<file path="config.mk">
export PLATFORM = sky130hd
export DESIGN_NAME = pci_top
export DESIGN_NICKNAME = d
export VERILOG_FILES = /design/src/hw/pci_edge.v /design/src/hw/pci_sync.v /design/src/hw/pci_top.v
export VERILOG_INCLUDE_DIRS = /design/src /design/src/pkg
export SDC_FILE = /design/constraint.sdc
export NUM_CORES = 1
export LEC_CHECK = 0
export BUFFER_PORTS_ARGS = -buffer_cell sky130_fd_sc_hd__buf_2
export CORE_MARGIN = 2
export CORE_UTILIZATION = 51
export CTS_CLUSTER_SIZE = 40
export DETAILED_ROUTE_END_ITERATION = 12
export GPL_TIMING_DRIVEN = 0
export PLACE_DENSITY = 0.73
export SYNTH_ARGS = -nofsm -noshare
export SYNTH_HDL_FRONTEND = slang
export SYNTH_SLANG_ARGS = --single-unit
</file>
<file path="constraint.sdc">
create_clock -name clk_i -period 1.8 [get_ports clk_i]
set_clock_uncertainty 0.05 [all_clocks]
set_input_delay 0.18 -clock clk_i [delete_from_list [all_inputs] [get_ports clk_i]]
set_output_delay 0.18 -clock clk_i [all_outputs]
set_load 0.01 [all_outputs]
</file>
<file path="src/pkg/pci_map.vh">
// register map, field positions, reset values and pin layout of the pin change block
`ifndef PCI_MAP_VH
`define PCI_MAP_VH

`define PCI_AW              13
`define PCI_DW              8
`define PCI_NPIN            19

// pin vector layout: port a 5:0, port b 7:4, port c 7:0, port e pin three
`define PCI_A_LSB           0
`define PCI_A_W             6
`define PCI_B_LSB           6
`define PCI_B_W             4
`define PCI_C_LSB           10
`define PCI_C_W             8
`define PCI_E3_BIT          18

`define PCI_ADDR_RISE_A     13'h1F3D
`define PCI_ADDR_FALL_A     13'h1F3E
`define PCI_ADDR_FLAG_A     13'h1F3F
`define PCI_ADDR_RISE_B     13'h1F48
`define PCI_ADDR_FALL_B     13'h1F49
`define PCI_ADDR_FLAG_B     13'h1F4A
`define PCI_ADDR_RISE_C     13'h1F53
`define PCI_ADDR_FALL_C     13'h1F54
`define PCI_ADDR_FLAG_C     13'h1F55
`define PCI_ADDR_RISE_E     13'h1F59
`define PCI_ADDR_FALL_E     13'h1F5A
`define PCI_ADDR_FLAG_E     13'h1F5B
`define PCI_ADDR_IRQ_EN     13'h1F60
`define PCI_ADDR_IRQ_REQ    13'h1F61
`define PCI_ADDR_IRQ_CLR    13'h1F62

// port b sits in bits 7:4, port e pin in bit 3
`define PCI_B_POS           4
`define PCI_E_POS           3
`define PCI_IRQ_BIT         0

`define PCI_VEC_RST         19'h00000
`define PCI_BYTE_ZERO       8'h00

`endif

</file>
<file path="src/hw/pci_edge.v">
// per-pin rising and falling edge detectors with their own enables
`timescale 1ns/1ps
`include "pci_map.vh"

module pci_edge (
  input  wire                 clk_i,
  input  wire                 rstn_i,
  input  wire [`PCI_NPIN-1:0] pin_i,
  input  wire [`PCI_NPIN-1:0] rise_en_i,
  input  wire [`PCI_NPIN-1:0] fall_en_i,
  output wire [`PCI_NPIN-1:0] edge_o
);

  reg  [`PCI_NPIN-1:0] prev;
  reg  [2:0]           primed;

  // no edge is reported against the reset value of prev: the two sync stages
  // and prev must all hold real pin samples first, which takes three edges
  always @(posedge clk_i or negedge rstn_i) begin
    if (!rstn_i) begin
      prev   <= `PCI_VEC_RST;
      primed <= 3'h0;
    end else begin
      prev   <= pin_i;  // see RULE14
      primed <= {primed[1:0], 1'b1};
    end
  end

  genvar g;
  generate
    for (g = 0; g < `PCI_NPIN; g = g + 1) begin : g_det
      wire rise_seen;
      wire fall_seen;
      assign rise_seen = primed[2] & pin_i[g] & ~prev[g] & rise_en_i[g];  // see RULE1 see RULE2
      assign fall_seen = primed[2] & ~pin_i[g] & prev[g] & fall_en_i[g];  // see RULE3
      assign edge_o[g] = rise_seen | fall_seen;  // see RULE4
    end
  endgenerate

endmodule

</file>
<file path="src/hw/pci_sync.v">
// two-flop synchroniser for the change-capable pin vector
`timescale 1ns/1ps
`include "pci_map.vh"

module pci_sync (
  input  wire                 clk_i,
  input  wire                 rstn_i,
  input  wire [`PCI_NPIN-1:0] pin_i,
  output reg  [`PCI_NPIN-1:0] pin_o
);

  reg [`PCI_NPIN-1:0] meta;

  // first stage feeds only the second stage
  always @(posedge clk_i or negedge rstn_i) begin
    if (!rstn_i) begin
      meta  <= `PCI_VEC_RST;
      pin_o <= `PCI_VEC_RST;
    end else begin
      meta  <= pin_i;
      pin_o <= meta;
    end
  end

endmodule

</file>
<file path="src/hw/pci_top.v">
// pin change interrupt block: per-pin edge flags, register port and interrupt request
// Function
// RULE1 - each change-capable pin has independent rising and falling edge detectors
// RULE2 - rising edges detected only while the pin's rise enable bit is one
// RULE3 - falling edges detected only while the pin's fall enable bit is one
// RULE4 - both enables set means either polarity is detected
// RULE5 - any pin or combination of pins may be an interrupt source
// RULE6 - interrupt raised only while the master change interrupt enable is set
// RULE7 - master enable clear: flags still set, no interrupt request
// RULE8 - either fuse set removes change detection from the master clear pin
// RULE9 - ports a, b, c and only pin three of port e detect changes
// RULE10 - enabled edge sets the pin's flag and, if enabled, requests interrupt
// RULE11 - read-only summary flag is the or of all pin flags
// RULE12 - edge during a clearing write leaves the flag set
// RULE13 - change wakes the device when enabled; flags valid before wake
// RULE14 - pins synchronised and compared with previous sample, one-cycle edge
//
// Our own choices: the register addresses and the plain strobed port.
`timescale 1ns/1ps
`include "pci_map.vh"

module pci_top (
  input  wire                clk_i,
  input  wire                rstn_i,
  input  wire [5:0]          pin_a_i,
  input  wire [3:0]          pin_b_i,
  input  wire [7:0]          pin_c_i,
  input  wire                pin_e3_i,
  input  wire                reset_pin_enable_fuse_i,
  input  wire                low_voltage_program_fuse_i,
  input  wire [`PCI_AW-1:0]  addr_i,
  input  wire [`PCI_DW-1:0]  wdata_i,
  input  wire                wr_i,
  input  wire                rd_i,
  output reg  [`PCI_DW-1:0]  rdata_o,
  output reg                 irq_o,
  output reg                 wake_o,
  output reg                 change_summary_flag_o
);

  reg  [`PCI_NPIN-1:0] rise_enable_bits;
  reg  [`PCI_NPIN-1:0] fall_enable_bits;
  reg  [`PCI_NPIN-1:0] change_flag_bits;
  reg                  change_irq_enable;
  reg                  master_clear_pin_port_off;

  reg  [`PCI_NPIN-1:0] next_rise;
  reg  [`PCI_NPIN-1:0] next_fall;
  reg  [`PCI_NPIN-1:0] next_flag;
  reg                  next_irq_enable;
  reg  [`PCI_DW-1:0]   next_rdata;

  wire [`PCI_NPIN-1:0] pin_raw;
  wire [`PCI_NPIN-1:0] pin_sync;
  wire [`PCI_NPIN-1:0] edge_evt;
  wire [`PCI_NPIN-1:0] pin_avail;
  wire [`PCI_NPIN-1:0] rise_eff;
  wire [`PCI_NPIN-1:0] fall_eff;
  wire                 next_summary;

  // only implemented pins exist in the vector, so absent pins cannot flag
  assign pin_raw = {pin_e3_i, pin_c_i, pin_b_i, pin_a_i};  // see RULE9

  // fuses are static straps; caught by a clocked flop, never by the reset itself
  always @(posedge clk_i or negedge rstn_i) begin
    if (!rstn_i) begin
      master_clear_pin_port_off <= 1'b1;
    end else begin
      master_clear_pin_port_off <= reset_pin_enable_fuse_i | low_voltage_program_fuse_i;  // see RULE8
    end
  end

  genvar g;
  generate
    for (g = 0; g < `PCI_NPIN; g = g + 1) begin : g_avail
      if (g == `PCI_E3_BIT) begin : g_master_clear_pin
        assign pin_avail[g] = ~master_clear_pin_port_off;  // see RULE8
      end else begin : g_port
        assign pin_avail[g] = 1'b1;
      end
    end
  endgenerate

  // per-pin configuration, gated by availability
  assign rise_eff = rise_enable_bits & pin_avail;  // see RULE5
  assign fall_eff = fall_enable_bits & pin_avail;

  pci_sync u_sync (
    .clk_i  (clk_i),
    .rstn_i (rstn_i),
    .pin_i  (pin_raw),
    .pin_o  (pin_sync)
  );

  pci_edge u_edge (
    .clk_i     (clk_i),
    .rstn_i    (rstn_i),
    .pin_i     (pin_sync),
    .rise_en_i (rise_eff),
    .fall_en_i (fall_eff),
    .edge_o    (edge_evt)
  );

  // register writes
  always @* begin
    next_rise       = rise_enable_bits;
    next_fall       = fall_enable_bits;
    next_flag       = change_flag_bits;
    next_irq_enable = change_irq_enable;
    if (wr_i) begin
      case (addr_i)
        `PCI_ADDR_RISE_A: begin
          next_rise[`PCI_A_LSB +: `PCI_A_W] = wdata_i[`PCI_A_W-1:0];
        end
        `PCI_ADDR_FALL_A: begin
          next_fall[`PCI_A_LSB +: `PCI_A_W] = wdata_i[`PCI_A_W-1:0];
        end
        `PCI_ADDR_FLAG_A: begin
          next_flag[`PCI_A_LSB +: `PCI_A_W] = wdata_i[`PCI_A_W-1:0];
        end
        `PCI_ADDR_RISE_B: begin
          next_rise[`PCI_B_LSB +: `PCI_B_W] = wdata_i[`PCI_DW-1:`PCI_B_POS];
        end
        `PCI_ADDR_FALL_B: begin
          next_fall[`PCI_B_LSB +: `PCI_B_W] = wdata_i[`PCI_DW-1:`PCI_B_POS];
        end
        `PCI_ADDR_FLAG_B: begin
          next_flag[`PCI_B_LSB +: `PCI_B_W] = wdata_i[`PCI_DW-1:`PCI_B_POS];
        end
        `PCI_ADDR_RISE_C: begin
          next_rise[`PCI_C_LSB +: `PCI_C_W] = wdata_i;
        end
        `PCI_ADDR_FALL_C: begin
          next_fall[`PCI_C_LSB +: `PCI_C_W] = wdata_i;
        end
        `PCI_ADDR_FLAG_C: begin
          next_flag[`PCI_C_LSB +: `PCI_C_W] = wdata_i;
        end
        `PCI_ADDR_RISE_E: begin
          next_rise[`PCI_E3_BIT] = wdata_i[`PCI_E_POS];
        end
        `PCI_ADDR_FALL_E: begin
          next_fall[`PCI_E3_BIT] = wdata_i[`PCI_E_POS];
        end
        `PCI_ADDR_FLAG_E: begin
          next_flag[`PCI_E3_BIT] = wdata_i[`PCI_E_POS];
        end
        `PCI_ADDR_IRQ_EN: begin
          next_irq_enable = wdata_i[`PCI_IRQ_BIT];
        end
        `PCI_ADDR_IRQ_CLR: begin
          // write one clears every pin flag at once
          if (wdata_i[`PCI_IRQ_BIT]) begin
            next_flag = `PCI_VEC_RST;
          end
        end
        default: begin
          next_flag = change_flag_bits;
        end
      endcase
    end
    // an edge in the write cycle wins over whatever was written
    next_flag = next_flag | edge_evt;  // see RULE10 see RULE12
  end

  assign next_summary = |next_flag;  // see RULE11

  always @(posedge clk_i or negedge rstn_i) begin
    if (!rstn_i) begin
      rise_enable_bits      <= `PCI_VEC_RST;
      fall_enable_bits      <= `PCI_VEC_RST;
      change_flag_bits      <= `PCI_VEC_RST;
      change_irq_enable     <= 1'b0;
      change_summary_flag_o <= 1'b0;
      irq_o                 <= 1'b0;
      wake_o                <= 1'b0;
    end else begin
      rise_enable_bits      <= next_rise;
      fall_enable_bits      <= next_fall;
      change_flag_bits      <= next_flag;  // see RULE7
      change_irq_enable     <= next_irq_enable;
      change_summary_flag_o <= next_summary;  // see RULE11
      // request and wake appear with the flag or with the enable write, never ahead of the flag
      irq_o                 <= next_summary & next_irq_enable;  // see RULE6 see RULE10
      wake_o                <= next_summary & next_irq_enable;  // see RULE13
    end
  end

  // read data, valid only in the cycle after the read strobe
  always @* begin
    next_rdata = `PCI_BYTE_ZERO;
    if (rd_i) begin
      case (addr_i)
        `PCI_ADDR_RISE_A: begin
          next_rdata[`PCI_A_W-1:0] = rise_enable_bits[`PCI_A_LSB +: `PCI_A_W];
        end
        `PCI_ADDR_FALL_A: begin
          next_rdata[`PCI_A_W-1:0] = fall_enable_bits[`PCI_A_LSB +: `PCI_A_W];
        end
        `PCI_ADDR_FLAG_A: begin
          next_rdata[`PCI_A_W-1:0] = change_flag_bits[`PCI_A_LSB +: `PCI_A_W];
        end
        `PCI_ADDR_RISE_B: begin
          next_rdata[`PCI_DW-1:`PCI_B_POS] = rise_enable_bits[`PCI_B_LSB +: `PCI_B_W];
        end
        `PCI_ADDR_FALL_B: begin
          next_rdata[`PCI_DW-1:`PCI_B_POS] = fall_enable_bits[`PCI_B_LSB +: `PCI_B_W];
        end
        `PCI_ADDR_FLAG_B: begin
          next_rdata[`PCI_DW-1:`PCI_B_POS] = change_flag_bits[`PCI_B_LSB +: `PCI_B_W];
        end
        `PCI_ADDR_RISE_C: begin
          next_rdata = rise_enable_bits[`PCI_C_LSB +: `PCI_C_W];
        end
        `PCI_ADDR_FALL_C: begin
          next_rdata = fall_enable_bits[`PCI_C_LSB +: `PCI_C_W];
        end
        `PCI_ADDR_FLAG_C: begin
          next_rdata = change_flag_bits[`PCI_C_LSB +: `PCI_C_W];
        end
        `PCI_ADDR_RISE_E: begin
          next_rdata[`PCI_E_POS] = rise_enable_bits[`PCI_E3_BIT];
        end
        `PCI_ADDR_FALL_E: begin
          next_rdata[`PCI_E_POS] = fall_enable_bits[`PCI_E3_BIT];
        end
        `PCI_ADDR_FLAG_E: begin
          next_rdata[`PCI_E_POS] = change_flag_bits[`PCI_E3_BIT];
        end
        `PCI_ADDR_IRQ_EN: begin
          next_rdata[`PCI_IRQ_BIT] = change_irq_enable;
        end
        `PCI_ADDR_IRQ_REQ: begin
          next_rdata[`PCI_IRQ_BIT] = change_summary_flag_o;  // see RULE11
        end
        default: begin
          next_rdata = `PCI_BYTE_ZERO;
        end
      endcase
    end
  end

  always @(posedge clk_i or negedge rstn_i) begin
    if (!rstn_i) begin
      rdata_o <= `PCI_BYTE_ZERO;
    end else begin
      rdata_o <= next_rdata;
    end
  end

endmodule

</file>
==> run_results.csv, run 1 <==
group,metric,value,unit
clock_tree,path_clk_slew,50,ps
clock_tree,clk_path_buf_depth,2,
yosys,synth_flop_cell,"dfrtp_1",
clock_tree,clk_latency,520,ps
hold_path,min_path_type,"input port to flip-flop",
outcome,violations,"negative setup slack",
pwr,peakVddDrop,0.000754,V
routing,dr_total_vias,4254,
worst_setup_path,worstPathArrival,2160,ps
outcome,status,"complete, but fails checks",
pwr,switching_share,22.6,%
die,fp.dieW,107,um
grt,grt_pass1_wl,21800,um
placement,dp_slack,-794,ps
timing,max_slew_margin,60.3,%
pwr,power.switching,1.42,mW
grt,antenna_found_initial,0,
final_layout,drive_gt1_share,32.5,%
timing,worst_slack,-42.6,ps
placement,io_buffers,52,
yosys,yosysWarnings,0,
job,cap_violations,0,
hold_path,hold_end,"rise_enable_bits[10]",
grt,grt_pass1_vias,4118,
final_layout,multi_input_area,2280,um2
worst_setup_path,rr_worst_depth,6,
final_layout,num-nets-final,614,
die,start_util,52.4,%
yosys,postSynth.asyncResetShare,100,%
grt,gr-total-overflow,0,
die,die_h,107,um
timing,holdWs,48.6,ps
yosys,synth_seq_cells,129,
clock_tree,htreeDepth,4,
placement,dpl.hpwl,9230,um
yosys,syn_area_per_cell,12.0,um2
timing,slew_viol_final,0,
final_layout,fill_cells,742,
routing,ant_nets,0,
final_layout,finish.utilization,67.9,%
clock_tree,numCtsBuffers,17,
timing,hold_violations,0,
pwr,p_int,4.87,mW
yosys,synthCells,451,
timing,fin_crit,1840,ps
timing,setup_viol,1,
timing,worst_pin_slew,595,ps
yosys,synth_top_area_share,59.2,%
final_layout,final_cells,717,
die,rows,37,
clock_tree,cts_tree,"yes",
worst_setup_path,cp.required,2120,ps
yosys,synth.distinct_cells,54,
pwr,seqPwrFrac,48.0,%
yosys,syn-num-nets,497,
routing,route.detailed.drc,0,
routing,routedWlPerCell,19.5,um
placement,place_inst,640,
worst_setup_path,worstSetupStartpointType,"input port",
yosys,synth-edff-count,0,
hold_path,min_path_cells,2,
pwr,power_frac_clock,46.7,%
final_layout,final_common_cell,"dfrtp_1",
yosys,syn-cell-area,5410,um2
die,core,10300,um2
clock_tree,cts_root_buf,"clkbuf_8",
worst_setup_path,r2r-end,"wake_o",
die,die-area,11500,um2
yosys,ys_top_cells_by_area,"dfrtp_1 (59%), mux2_2 (8.9%), o21ai_0 (3.2%), a22oi_1 (3.1%), nand2_1 (3.0%)",
grt,grt_max_degree,99,
worst_setup_path,r2r_start,"u_edge.primed[2]",
yosys,synth_top_area_cell,"dfrtp_1",
routing,firstDrtPassIters,5,
grt,track_usage,25.7,%
timing,rsz0062_at_grt,"true",
timing,fin_crit_sh,102,%
pwr,p_per_area,898,nW/um2
routing,drt_iter0_markers,343,
worst_setup_path,crit_fanout,6,
final_layout,regArea,3230,um2
yosys,yosysSeqAreaShare,59.6,%
final_layout,syn_to_final_growth,29.5,%
worst_setup_path,ff2ff_setup_slack,0,ps
die,num_io_pins,57,
hold_path,min-delay-start,"wdata_i[0]",
placement,gp_congestion,0.940,
pwr,combPwrFrac,5.3,%
worst_setup_path,crit_path_end_kind,"flip-flop",
clock_tree,cts_sinks,129,
pwr,leakagePower,3.21,nW
timing,max_freq,543,MHz
routing,wl,14000,um
routing,viasPerCell,5.93,
final_layout,diodes,0,
final_layout,final_cell_mix,"dfrtp_1 (128), buf_2 (54), mux2_2 (43)",
worst_setup_path,worstSetupPathType,"input port to flip-flop",
==> how the worst max path moves through the flow <==
| stage | depth (start not counted) | end | slack [ps] | start |
|---|---|---|---|---|
| floorplan | 7 | wake_o | -160 | addr_i[2] |
| global placement | 1 | u_sync.meta[10] | -1080 | rstn_i |
| detailed placement | 8 | wake_o | -790 | addr_i[3] |
| CTS | 6 | wake_o | -50 | u_edge.primed[2] |
| global route | 9 | wake_o | -100 | addr_i[2] |
| finish | 9 | wake_o | -40 | addr_i[5] |
==> power groups by stage <==
stage                     logic [mW]  registers [mW]  clock network, mW
after global placement         0.257            3.07                  0
after CTS                      0.328            3.02               2.96
after global routing           0.368            3.03               3.12
after floorplan                0.110            3.06                  0
final                          0.336            3.02               2.94
after detailed placement       0.273            3.07                  0
==> flip-flops by register name, indices dropped and copies added (netlist names) <==
| name | count |
|---|---|
| change_flag_bits | 19 |
| change_irq_enable | 1 |
| change_summary_flag_o | 1 |
| fall_enable_bits | 19 |
| master_clear_pin_port_off | 1 |
| rdata_o | 8 |
| rise_enable_bits | 19 |
| u_edge.prev | 19 |
| u_edge.primed | 3 |
| u_sync.meta | 19 |
| u_sync.pin_o | 19 |
| wake_o | 1 |
==> logic make-up after synthesis <==
group           after synthesis  share of synthesized area (%)
compound gates              100                           12.1
buf+inv                      28                           2.10
flops                       129                           59.6
mux                          45                           9.31
other cells                   1                         0.0693
simple gates                148                           16.7
==> timing repair <==
action	in CTS	in global routing
pin swaps	5	16
endpoints found under the hold margin	175	0
hold buffers	28	0
setup buffers	9	8
setup endpoints to repair	34	15
gates resized for setup	12	30
==> cell type report <==
cell class	instances	area share [%]
Sequential cell	129	46.0
Multi-Input combinational cell	294	32.5
Timing Repair Buffer	98	10.0
Clock buffer	26	6.67
Tap cell	136	2.43
Buffer	14	1.11
Inverter	14	0.749
Clock inverter	6	0.500
==> metrics by stage <==
stage	power [mW]	setup TNS, ps	cell area (um2)
2_1_floorplan	3.17	-966	5490
3_3_place_gp	3.32	-166410	5920
3_5_place_dp	3.34	-32200	5950
4_1_cts	6.31	-50.1	6860
5_1_grt	6.51	-146	7010
6_report	6.30	-42.6	7010
==> synth_stat cells, drive strengths merged, types with 4 or more instances <==
master,count
a22oi,22
dfrtp,128
and2,10
nor4,12
nand2,44
a21oi,10
mux2,43
inv,14
a31oi,9
nand2b,4
buf,7
clkbuf,7
nand3,10
nor3,5
or2,4
nor2,12
nand4,4
o21ai,35
nand3b,20
==> critical path, stage by stage <==
cell     delay [ps]
buf_4           120
or3b_4          400
nor4_4          370
buf_4           190
buf_4           100
o21ai_0          70
a21o_1          220
nor3_1          350
a31oi_2         170
==> routing by layer <==
layer  up-vias  share of wire [%]  routed length, um  track usage (%)
met5         -                  0                  0                0
met4         0                3.8                527             11.1
met3        50                7.6               1060             6.44
met2       192                 47               6490             38.8
met1      2107                 42               5870             35.3
li1       1905                  -                  -                -
No activity file was read; power rests on OpenSTA's default activity.
==> run 2: changes to the inputs <==
--- a/config.mk
+++ b/config.mk
@@ -7,12 +7,11 @@
 export NUM_CORES = 1
 export LEC_CHECK = 0
 export BUFFER_PORTS_ARGS = -buffer_cell sky130_fd_sc_hd__buf_2
-export CORE_MARGIN = 2
-export CORE_UTILIZATION = 51
+export CORE_UTILIZATION = 58
 export CTS_CLUSTER_SIZE = 40
 export DETAILED_ROUTE_END_ITERATION = 12
 export GPL_TIMING_DRIVEN = 0
-export PLACE_DENSITY = 0.73
+export PLACE_DENSITY = 0.81
 export SYNTH_ARGS = -nofsm -noshare
 export SYNTH_HDL_FRONTEND = slang
 export SYNTH_SLANG_ARGS = --single-unit
==> run_results.csv, run 2 (synthesized netlist as in run 1, its figures left out) <==
group,metric,value,unit
outcome,status,"complete, but fails checks",
outcome,violations,"negative setup slack",
pwr,power.switching,1.54,mW
job,cap_violations,0,
clock_tree,clk_path_buf_depth,2,
clock_tree,cts_tree,"yes",
grt,grtUsageMet1,40.3,%
die,start_util,60.9,%
clock_tree,cts_sinks,129,
timing,max_slew_margin,56.6,%
worst_setup_path,ff2ff_setup_slack,-40,ps
grt,grt_max_degree,108,
final_layout,num-nets-final,609,
hold_path,min_path_type,"input port to async pin",
die,die_h,98.6,um
clock_tree,numCtsBuffers,17,
routing,dr_total_vias,4304,
pwr,peakVddDrop,0.000794,V
grt,track_usage,32.5,%
final_layout,final_cell_mix,"dfrtp_1 (128), buf_2 (55), mux2_2 (43)",
final_layout,syn_to_final_growth,29.0,%
routing,route.detailed.drc,0,
timing,fin_crit,1860,ps
timing,rsz0062_at_grt,"true",
timing,setup_viol,2,
grt,gr-total-overflow,0,
grt,grt_pass1_wl,23400,um
final_layout,final_common_cell,"dfrtp_1",
pwr,seqPwrFrac,44.6,%
worst_setup_path,worstSetupStartpointType,"input port",
worst_setup_path,worstPathArrival,2240,ps
die,die-area,9720,um2
worst_setup_path,rr_worst_depth,6,
pwr,leakagePower,3.20,nW
timing,worst_pin_slew,646,ps
grt,grtUsageMet2,53.4,%
timing,max_freq,537,MHz
pwr,p_per_area,971,nW/um2
placement,gp_congestion,0.932,
worst_setup_path,worstSetupPathType,"input port to flip-flop",
placement,dpl.hpwl,9000,um
die,num_io_pins,57,
worst_setup_path,r2r-end,"wake_o",
final_layout,drive_gt1_share,32.1,%
timing,tns,-80.3,ps
worst_setup_path,crit_path_top_delay_cell,"or4_4",
routing,viasPerCell,6.28,
clock_tree,path_clk_slew,60,ps
grt,grt_busiest_layer,"met2",
worst_setup_path,r2r_start,"u_edge.primed[2]",
pwr,switching_share,22.7,%
worst_setup_path,crit_chain,"buf_2, or3b_4, or4_4, o221ai_1, a221o_1, nor2_1, nor4b_2, a31oi_1",
timing,worst_slack,-60.8,ps
placement,io_buffers,52,
worst_setup_path,crit_path_end_kind,"flip-flop",
worst_setup_path,worst_path_largest_cell_delay,560,ps
timing,fin_crit_sh,103,%
clock_tree,cts_root_buf,"clkbuf_8",
clock_tree,clk_latency,530,ps
timing,hold_violations,0,
grt,met3_usage,8.79,%
routing,drt_iter0_markers,355,
clock_tree,htreeDepth,4,
worst_setup_path,crit_fanout,4,
worst_setup_path,cp.required,2180,ps
final_layout,fill_cells,516,
die,rows,34,
routing,firstDrtPassIters,6,
die,core,8890,um2
pwr,p_int,5.24,mW
pwr,power_frac_clock,50.5,%
grt,antenna_found_initial,1,
grt,grt_pass1_vias,4449,
routing,wl,14700,um
pwr,combPwrFrac,4.9,%
routing,routedWlPerCell,21.4,um
placement,dp_slack,-744,ps
timing,slew_viol_final,0,
die,fp.dieW,98.6,um
routing,ant_nets,0,
[run 2: layout make-up]
cell class | count | area (um2) | share of cell area (%)
plain buffers | 14 | 71.3 | 1.02
clock inverters | 11 | 126 | 1.81
inverters | 14 | 52.6 | 0.753
flip-flops and latches | 129 | 3230 | 46.3
clock buffers | 21 | 469 | 6.72
well taps | 108 | 135 | 1.94
repair buffers | 93 | 664 | 9.52
multi-input cells | 294 | 2230 | 32.0
diodes | 1 | 2.50 | 0.0358
[run 2: routing by layer]
metal | part of all wire (%) | up-vias
li1 | - | 1896
met1 | 39 | 2126
met3 | 7.6 | 56
met2 | 49 | 226
met4 | 3.7 | 0
met5 | 0 | -
[run 2: worst max-delay path by stage]
| stage | from | endpoint | slack (ps) | cells after the start |
|---|---|---|---|---|
| after floorplan | addr_i[2] | wake_o | -160 | 7 |
| after global placement | rstn_i | u_sync.meta[13] | -1040 | 1 |
| after detailed placement | addr_i[3] | wake_o | -740 | 8 |
| after CTS | u_edge.primed[2] | wake_o | -30 | 6 |
| after global routing | addr_i[2] | wake_o | -100 | 9 |
| final | addr_i[4] | wake_o | -60 | 8 |
[run 2: stage by stage]
step / utilization (%) / cells / hold slack (ps) / instance area [um2] / power [mW]
finish: 78.5 / 685 / 18.4 / 6980 / 6.78
global route: 78.5 / 685 / 35.7 / 6980 / 6.97
CTS: 77.4 / 678 / 11.6 / 6880 / 6.78
detailed placement: 66.6 / 612 / -6.73 / 5920 / 3.34
global placement: 66.2 / 611 / 238 / 5890 / 3.32
floorplan: - / 451 / -166 / 5490 / 3.17
[run 2: timing repair]
item | 4_1_cts | 5_1_grt
pin swaps | 4 | 11
setup buffers | 6 | 6
endpoints found under the setup margin | 25 | 19
hold buffers | 28 | 0
gates resized for setup | 9 | 16
endpoints found under the hold margin | 176 | 0
[run 2: worst max-delay path, delay by kind of cell]
family          cells  cell delay (ps)
simple gates        4             1210
compound gates      3              710
buf+inv             1              130
[run 2: power groups by stage]
stage	logic [mW]	registers (mW)	clock network [mW]
floorplan	0.110	3.06	0
global placement	0.256	3.07	0
detailed placement	0.270	3.07	0
CTS	0.324	3.02	3.44
global route	0.360	3.03	3.58
finish	0.330	3.03	3.43
